===== src/alfb_pkg.sv =====
`default_nettype none
package alfb_pkg;
  // Register offsets
  localparam logic [7:0] ALERT_EN_OFFS  = 8'h2A;
  localparam logic [7:0] FULLNESS_OFFS  = 8'h29;
  localparam logic [7:0] OVERCURRENT_THRESHOLD_OFFS  = 8'h30;
  localparam logic [7:0] OVERCURRENT_THRESHOLD_LAST  = 8'h33;
  // Alert enable bit positions
  localparam int OP_EN_MSB    = 7;
  localparam int OP_EN_LSB    = 4;
  localparam int ACC_FLAG_BIT = 3;
  localparam int CNT_FLAG_BIT = 2;
  localparam int CC_PULSE_BIT = 1;
  // Fullness field positions
  localparam int THR_CH1_LSB  = 14;
  localparam int THR_CNT_LSB  = 6;
  // Fullness level codes
  localparam logic [1:0] LVL_FULL  = 2'h0;
  localparam logic [1:0] LVL_15_16 = 2'h1;
  localparam logic [1:0] LVL_7_8   = 2'h2;
  localparam logic [1:0] LVL_3_4   = 2'h3;
  // Reset values
  localparam logic [7:0]  ALERT_EN_RST = 8'h00;
  localparam logic [9:0]  FULLNESS_RST = 10'h155;
  localparam logic [15:0] OVERCURRENT_THRESHOLD_RST = 16'h0000;
  // Accumulator and sample counter widths
  localparam int ACC_W = 32;
  localparam int CNT_W = 24;
  // Conversion-complete pulse timing
  localparam int CLK_PS      = 4000;
  localparam int PULSE_US    = 5;
  localparam int PULSE_CYC   = (PULSE_US * 1000000 + CLK_PS - 1) / CLK_PS;
  localparam int PCNT_W      = 11;

  typedef struct packed {
    logic        wr;
    logic        rd;
    logic [7:0]  addr;
    logic [15:0] wdata;
  } alfb_req_t;

  typedef struct packed {
    logic [3:0][ACC_W-1:0] acc_val;
    logic [3:0]            accumulator_fullness_flag;
    logic [CNT_W-1:0]      cnt_val;
    logic                  cnt_ovf;
    logic [3:0][15:0]      isense;
  } alfb_meas_t;

  typedef enum logic {PS_IDLE, PS_PULSE} alfb_pstate_t;
endpackage
`default_nettype wire


===== src/alfb_bank.sv =====
// Operation
// RULE1 - Bits 5,4 enable channel 3,4 overpower
// RULE2 - Bit 3 flags accumulator fullness
// RULE3 - Bit 2 flags sample counter fullness
// RULE4 - Bit 1 gives 5 us conversion pulse
// RULE5 - Pulse reaches pin only in alert mode
// RULE6 - Alert mode ignores pin slow request input
// RULE7 - Levels: full, 15/16, 7/8, 3/4
// RULE8 - Channel fields at bits 15-8
// RULE9 - Counter field bits 7-6, 5-0 zero
// RULE10 - Compare values against chosen fraction
// RULE11 - Host disables alerts before rewriting limits
// RULE12 - Signed 16-bit overcurrent limits, reset zero
// RULE13 - Limits at 30h through 33h
// RULE14 - Bits 7,6 enable channel 1,2 overpower
// RULE15 - Overcurrent when current exceeds limit signed
// RULE16 - Fullness flags sticky until accumulators cleared
`timescale 1ns/1ps
`default_nettype none
module alfb_bank (
  input  wire logic              clk,          // 250 MHz clock
  input  wire logic              rst_n,        // Async reset, active low
  input  wire alfb_pkg::alfb_req_t  req,       // Register access request
  output logic [15:0]            rdata,        // Read data, next cycle
  input  wire alfb_pkg::alfb_meas_t meas,      // Measurement results
  input  wire logic              acc_clear,    // Accumulators cleared
  input  wire logic [3:0]        op_exceed,    // Raw overpower events
  input  wire logic              conv_done,    // End of conversion pulse
  input  wire logic              pin_is_alert, // Second pin in alert mode
  input  wire logic              pin_in,       // Second pin input level
  output logic                   second_alert_pin, // Second pin drive
  output logic                   second_alert_oe,  // Second pin enable
  output logic                   slow_req,     // Slow sampling request
  output logic [3:0]             oc_event,     // Overcurrent per channel
  output logic                   alert         // Combined alert
);
  import alfb_pkg::*;

  logic [7:0]         alert_en_r, alert_en_nxt;
  logic [9:0]         fullness_r, fullness_nxt;
  logic [3:0][15:0]   oc_lim_r, oc_lim_nxt;
  logic               acc_flag_r, acc_flag_nxt;
  logic               cnt_flag_r, cnt_flag_nxt;
  logic [15:0]        rdata_nxt;
  alfb_pstate_t       pst_r, pst_nxt;
  logic [PCNT_W-1:0]  pcnt_r, pcnt_nxt;
  logic               pin_nxt, oe_nxt, slow_nxt, alert_nxt;
  logic [3:0]         oc_nxt, acc_hit;
  logic               cnt_hit;
  logic [3:0]         op_en_ch;
  logic [1:0]         oc_idx;

  // Fraction-of-full test on top bits
  function automatic logic level_hit(input logic [1:0] lvl,
                                     input logic [3:0] top,
                                     input logic       full);
    logic h;
    h = 1'b0;
    case (lvl)
      LVL_FULL:  h = full;                  // [RULE7]
      LVL_15_16: h = full | (&top);         // [RULE7]
      LVL_7_8:   h = full | (&top[3:1]);    // [RULE7]
      LVL_3_4:   h = full | (&top[3:2]);    // [RULE7]
      default:   h = full;
    endcase
    return h;
  endfunction

  // Per-channel fullness and overcurrent compare
  genvar g;
  generate
    for (g = 0; g < 4; g++) begin : g_ch
      assign acc_hit[g] = level_hit(
        fullness_r[THR_CH1_LSB-THR_CNT_LSB-2*g +: 2],       // [RULE8]
        meas.acc_val[g][ACC_W-1 -: 4],
        meas.accumulator_fullness_flag[g] | (&meas.acc_val[g]));              // [RULE10]
      assign oc_nxt[g] = $signed(meas.isense[g])
                         > $signed(oc_lim_r[g]);            // [RULE15]
      // Channel 1 enable sits in the top bit, channel 4 in the lowest
      assign op_en_ch[g] = alert_en_r[OP_EN_MSB - g];      // [RULE1] [RULE14]
    end
  endgenerate
  assign cnt_hit = level_hit(fullness_r[1:0], meas.cnt_val[CNT_W-1 -: 4],
                             meas.cnt_ovf | (&meas.cnt_val)); // [RULE10]
  assign oc_idx = req.addr[1:0];

  // Register writes, flags and read mux
  always_comb begin
    alert_en_nxt = alert_en_r;
    fullness_nxt = fullness_r;
    oc_lim_nxt   = oc_lim_r;
    rdata_nxt    = 16'h0000;
    if (req.wr) begin
      if (req.addr == ALERT_EN_OFFS) begin
        alert_en_nxt[OP_EN_MSB:OP_EN_LSB] =
          req.wdata[OP_EN_MSB:OP_EN_LSB];                   // [RULE1] [RULE14]
        alert_en_nxt[CC_PULSE_BIT] = req.wdata[CC_PULSE_BIT];
      end else if (req.addr == FULLNESS_OFFS) begin
        fullness_nxt = req.wdata[15:THR_CNT_LSB];           // [RULE8] [RULE9]
      end else if (req.addr >= OVERCURRENT_THRESHOLD_OFFS &&
                   req.addr <= OVERCURRENT_THRESHOLD_LAST) begin
        oc_lim_nxt[oc_idx] = req.wdata;                     // [RULE12] [RULE13]
      end
    end
    if (req.rd) begin
      if (req.addr == ALERT_EN_OFFS) begin
        rdata_nxt = {8'h00, alert_en_r[7:4], acc_flag_r, cnt_flag_r,
                     alert_en_r[CC_PULSE_BIT], 1'b0};
      end else if (req.addr == FULLNESS_OFFS) begin
        rdata_nxt = {fullness_r, 6'h00};                    // [RULE9]
      end else if (req.addr >= OVERCURRENT_THRESHOLD_OFFS &&
                   req.addr <= OVERCURRENT_THRESHOLD_LAST) begin
        rdata_nxt = oc_lim_r[oc_idx];                       // [RULE13]
      end
    end
    // Sticky flags, a new hit wins over a clear
    acc_flag_nxt = (acc_flag_r & ~acc_clear) | (|acc_hit);  // [RULE2] [RULE16]
    cnt_flag_nxt = (cnt_flag_r & ~acc_clear) | cnt_hit;     // [RULE3] [RULE16]
    alert_nxt = acc_flag_r | cnt_flag_r |
                (|(op_exceed & op_en_ch));                  // [RULE16]
  end

  // Conversion-complete pulse sequencer
  always_comb begin
    pst_nxt  = pst_r;
    pcnt_nxt = pcnt_r;
    case (pst_r)
      PS_IDLE: begin
        if (conv_done && alert_en_r[CC_PULSE_BIT]) begin    // [RULE4]
          pst_nxt  = PS_PULSE;
          pcnt_nxt = '0;
        end
      end
      PS_PULSE: begin
        if (pcnt_r == PCNT_W'(PULSE_CYC - 1)) begin         // [RULE4]
          pst_nxt = PS_IDLE;
        end else begin
          pcnt_nxt = pcnt_r + 1'b1;
        end
      end
      default: pst_nxt = PS_IDLE;
    endcase
    pin_nxt  = (pst_nxt == PS_PULSE) && pin_is_alert;       // [RULE5]
    oe_nxt   = pin_is_alert;                                // [RULE5]
    slow_nxt = pin_in && !pin_is_alert;                     // [RULE6]
  end

  // State registers
  always_ff @(posedge clk or negedge rst_n) begin
    if (!rst_n) begin
      alert_en_r       <= ALERT_EN_RST;
      fullness_r       <= FULLNESS_RST;
      oc_lim_r         <= {4{OVERCURRENT_THRESHOLD_RST}};
      acc_flag_r       <= 1'b0;
      cnt_flag_r       <= 1'b0;
      rdata            <= 16'h0000;
      pst_r            <= PS_IDLE;
      pcnt_r           <= '0;
      second_alert_pin <= 1'b0;
      second_alert_oe  <= 1'b0;
      slow_req         <= 1'b0;
      oc_event         <= 4'h0;
      alert            <= 1'b0;
    end else begin
      alert_en_r       <= alert_en_nxt;
      fullness_r       <= fullness_nxt;
      oc_lim_r         <= oc_lim_nxt;
      acc_flag_r       <= acc_flag_nxt;
      cnt_flag_r       <= cnt_flag_nxt;
      rdata            <= rdata_nxt;
      pst_r            <= pst_nxt;
      pcnt_r           <= pcnt_nxt;
      second_alert_pin <= pin_nxt;
      second_alert_oe  <= oe_nxt;
      slow_req         <= slow_nxt;
      oc_event         <= oc_nxt;
      alert            <= alert_nxt;
    end
  end
endmodule
`default_nettype wire


===== config.mk =====
export PLATFORM = sky130hd
export DESIGN_NAME = alfb_bank
export DESIGN_NICKNAME = d
export VERILOG_FILES = /design/src/alfb_pkg.sv /design/src/alfb_bank.sv
export SDC_FILE = /design/constraint.sdc
export NUM_CORES = 1
export LEC_CHECK = 0
export ABC_AREA = 1
export BUFFER_PORTS_ARGS = -buffer_cell sky130_fd_sc_hd__buf_2
export CAP_MARGIN = 15
export CORE_ASPECT_RATIO = 0.8
export CORE_MARGIN = 1.5
export CORE_UTILIZATION = 40
export DETAILED_ROUTE_END_ITERATION = 8
export GPL_TIMING_DRIVEN = 1
export PLACE_DENSITY = 0.76
export SLEW_MARGIN = 20
export SYNTH_ARGS = -nofsm -noshare
export SYNTH_HDL_FRONTEND = slang
export SYNTH_SLANG_ARGS = --single-unit

===== constraint.sdc =====
create_clock -name clk -period 1.5 [get_ports clk]
set_input_delay 0.075 -clock clk [delete_from_list [all_inputs] [get_ports clk]]
set_output_delay 0.075 -clock clk [all_outputs]
set_load 0.05 [all_outputs]

==> impl_metrics.py <==
metrics = {
    "run_status": {
        "status": "finished with violations",
        "violations": "setup timing",
    },
    "cells_and_area": {
        "n_antenna_cell": 0,
        "multiInputGateArea_um2": 4170,
        "fin_nets": 1599,
        "fillCellCount": 1564,
        "syn2layout_area_growth_pct": 47.0,
        "fin_cells": 1514,
        "final_area_um2": 10500,
        "final_layout_size_suffix_gt1_share_pct": 37.6,
        "seq_area_um2": 2930,
    },
    "cts": {
        "cts_tree": "yes",
        "clock_sinks": 117,
        "cts_made_buffers": 17,
        "root_buffer": "clkbuf_16",
        "clk_latency_ns": 0.43,
        "path_clk_slew_ns": 0.06,
        "cts-htree-levels": 4,
        "cts_buffer_depth": 2,
    },
    "grt": {
        "grt_usage_pct": 26.5,
        "grt_pass1_wl_mm": 37.4,
        "grt_pass1_vias": 7197,
        "met1_usage_pct": 34.2,
        "grt.busiest_layer": "met2",
        "met2_usage_pct": 43.7,
        "overflow": 0,
        "grt_start_max_net_pins": 52,
        "gr-usage-met3_pct": 7.42,
        "antenna_found_initial": 0,
    },
    "sta": {
        "finalMaxSlewViolations": 0,
        "fin_ws_ns": -0.0527,
        "grt_setup_unrepaired": "true",
        "finalClockSkew_ns": 0.00577,
        "hold_violations": 0,
        "finalSetupViolCount": 2,
        "holdWs_ns": 0.00426,
        "post-route-period-util_pct": 104,
        "fin_crit_ns": 1.55,
        "max_slew.worst_pin.slew_ns": 0.371,
        "fmax_mhz": 644,
        "relSlewSlack_pct": 75.2,
    },
    "yosys": {
        "ys_seq_area_share_pct": 41.0,
        "synth_cell_types": 37,
        "postSynthRegisterBits": 117,
        "syn_nets": 1253,
        "syn_avg_cell_area_um2": 7.69,
        "netlist_area_um2": 7150,
        "synth-warning-count": 0,
        "syn_inst": 930,
    },
    "placement": {
        "place_congestion": 0.927,
        "portBuffers": 280,
        "dpl_cell_area_um2": 9070,
        "hpwl_mm": 19.9,
        "place_inst": 1450,
    },
    "drt": {
        "ant_nets": 0,
        "drt_iter0_drc": 503,
        "drtPass1Iterations": 6,
        "viasPerCell": 5.08,
        "drc": 0,
        "route.vias.total": 7693,
        "post_drt_wl_per_cell_um": 16.9,
        "drt-total-wl_mm": 25.7,
    },
    "hold_path": {
        "hold_path.class": "input port to flip-flop",
    },
    "floorplan": {
        "rows": 43,
        "dieHeight_um": 123,
        "die_area_um2": 18700,
        "core_um2": 17400,
        "die_w_um": 153,
        "start_util_pct": 41.0,
        "pin_count": 281,
    },
    "job": {
        "cap_violations": 0,
    },
    "setup_path": {
        "r2r_slack_ns": -0.05,
        "path_buf_inv": 1,
        "critPathKind": "flip-flop to flip-flop",
        "crit_required_ns": 1.85,
        "worstSetupEndpointType": "flip-flop",
        "crit_path_max_fanout": 3,
        "cp_top_family": "compound AO/OA/AOI/OAI gates",
        "cp.arrival_ns": 1.91,
        "worst_setup_path_start_kind": "flip-flop",
        "path_cells": "inv_1, ha_4, a21oi_1, o21ai_0, a21oi_1, nand2_2, nand2_1, nand2_1, nor2_1",
        "slowest_delay_ns": 0.38,
        "crit_path_top_delay_cell": "dfrtp_1",
    },
    "power_and_ir_drop": {
        "power_density_nw_per_um2": 848,
        "power.leakage_nw": 5.09,
        "vdd_drop_max_uv": 689,
    },
}
-- Yosys cell counts --
cell       number  area [um^2]
nand2_1       230          863
inv_1         128          480
dfrtp_1       112         2800
o21ai_1        89          445
ha_1           66          826
nor2_1         60          225
a21oi_1        41          205
nand4_1        33          206
nand3_1        31          155
o22ai_1        31          194
o21ai_0        22          110
buf_2          19         95.1
nor3_1          9         45.0
inv_2           8         30.0
nand2_2         8         50.1
dfstp_2         5          131
xor2_1          5         43.8
o31ai_1         4         30.0
nand3b_1        3         22.5
nor2_2          3         18.8
or2_2           3         18.8
a21o_1          2         15.0
nor4_1          2         12.5
o2111ai_1       2         17.5
o21a_1          2         15.0
a211oi_1        1         7.51
a21boi_0        1         7.51
a22oi_1         1         7.51
a311oi_1        1         8.76
buf_1           1         3.75
buf_6           1         11.3
clkinv_1        1         3.75
nand3_2         1         10.0
nor2_4          1         11.3
o211ai_1        1         7.51
o21bai_1        1         7.51
xnor2_1         1         8.76
-- flip-flops by register name, summed over array words and instances, names as in the netlist --
| name | cells |
|---|---|
| oc_lim_r | 64 |
| rdata | 16 |
| pcnt_r | 11 |
| fullness_r | 10 |
| alert_en_r | 5 |
| oc_event | 4 |
| acc_flag_r | 1 |
| alert | 1 |
| cnt_flag_r | 1 |
| pst_r | 1 |
| second_alert_oe | 1 |
| second_alert_pin | 1 |
| slow_req | 1 |
-- path summary, 6_finish.rpt --
path,cells past startpoint,startpoint,to
worst max register to register,9,oc_lim_r[63]$_DFFE_PN0P_,oc_event[3]$_DFF_PN0_
max in group asynchronous,3,rst_n,fullness_r[4]$_DFFE_PN1P_
min in group asynchronous,2,rst_n,oc_lim_r[50]$_DFFE_PN0P_
worst min register to register,2,fullness_r[8]$_DFFE_PN1P_,fullness_r[8]$_DFFE_PN1P_
worst min-delay path,3,req[6],alert_en_r[6]$_DFFE_PN0P_
worst max-delay path,9,oc_lim_r[63]$_DFFE_PN0P_,oc_event[3]$_DFF_PN0_
-- final cells by class --
class,instances,area share (%)
Inverter,137,4.89
Clock buffer,24,4.48
Multi-Input combinational cell,655,39.7
Clock inverter,8,0.951
Timing Repair Buffer,348,19.4
Sequential cell,117,27.9
Tap cell,225,2.68
-- through the flow --
step                      setup TNS, ns  worst slack, ns  utilization (%)  total power [mW]
after global placement           -0.121          -0.0488             52.1              4.68
after detailed placement         -0.477           -0.177             52.1              4.71
final                           -0.0753          -0.0527             60.4              8.93
after global routing             -0.801           -0.155             60.4              9.32
after CTS                             0         0.000698             57.4              8.77
after floorplan                       0           0.0261                -              4.00
-- per-layer routing --
layer / up-vias / wire, um
met2: 289 / 12300
met5: - / 0
li1: 3791 / -
met3: 55 / 1740
met1: 3558 / 11000
met4: 0 / 582
-- power by group --
part	internal, mW	switching, mW	total, mW
clock	2.52	1.46	3.98
combinational	0.711	0.872	1.58
sequential	3.28	0.0784	3.36
-- timing repair --
item                                    in CTS  in global routing
gates cloned                                 0                  1
pin swaps                                   10                 34
endpoints found under the setup margin       7                 15
hold buffers                                19                  0
setup buffers                                1                 11
hold endpoints to repair                   141                  0
resized for setup                           31                 89
-- worst register-to-register path, delay by kind of cell (launching register included) --
family | cells | cell delay [ns]
compound gates | 3 | 0.46
flops | 1 | 0.38
simple gates | 4 | 0.30
fa+ha+maj | 1 | 0.22
buf+inv | 1 | 0.12
-- cells in the final DEF, fill, tap and decap left out, types with 3 or more instances in the layout --
cell type / instances
o21ai_1: 95
a21oi_1: 30
nand4_1: 33
buf_2: 279
nand2_1: 210
a21oi_2: 11
nor3_1: 5
o22ai_1: 31
ha_4: 29
ha_1: 36
nand3_2: 4
clkbuf_16: 17
o21ai_0: 15
inv_1: 104
o31ai_1: 4
xor2_1: 5
nor2_1: 56
clkbuf_1: 5
nand3b_1: 3
dlygate4sd3_1: 19
buf_4: 42
buf_12: 6
inv_2: 32
nand2_4: 4
clkinvlp_4: 4
nand2_2: 24
dfstp_2: 5
dfrtp_1: 112
nor2_2: 5
or2_2: 3
nor2_4: 3
nand3_1: 27
nor3_2: 4
-- kinds of logic after synthesis --
family	after synthesis	synth area share [%]
XOR/XNOR	6	0.735
buffers and inverters	158	8.73
adder cells (fa/ha/maj)	66	11.5
AND/OR/NAND/NOR	384	22.9
AO/OA/AOI/OAI	199	15.1
flip-flops	117	41.0
Power figures use the tool's default switching activity.
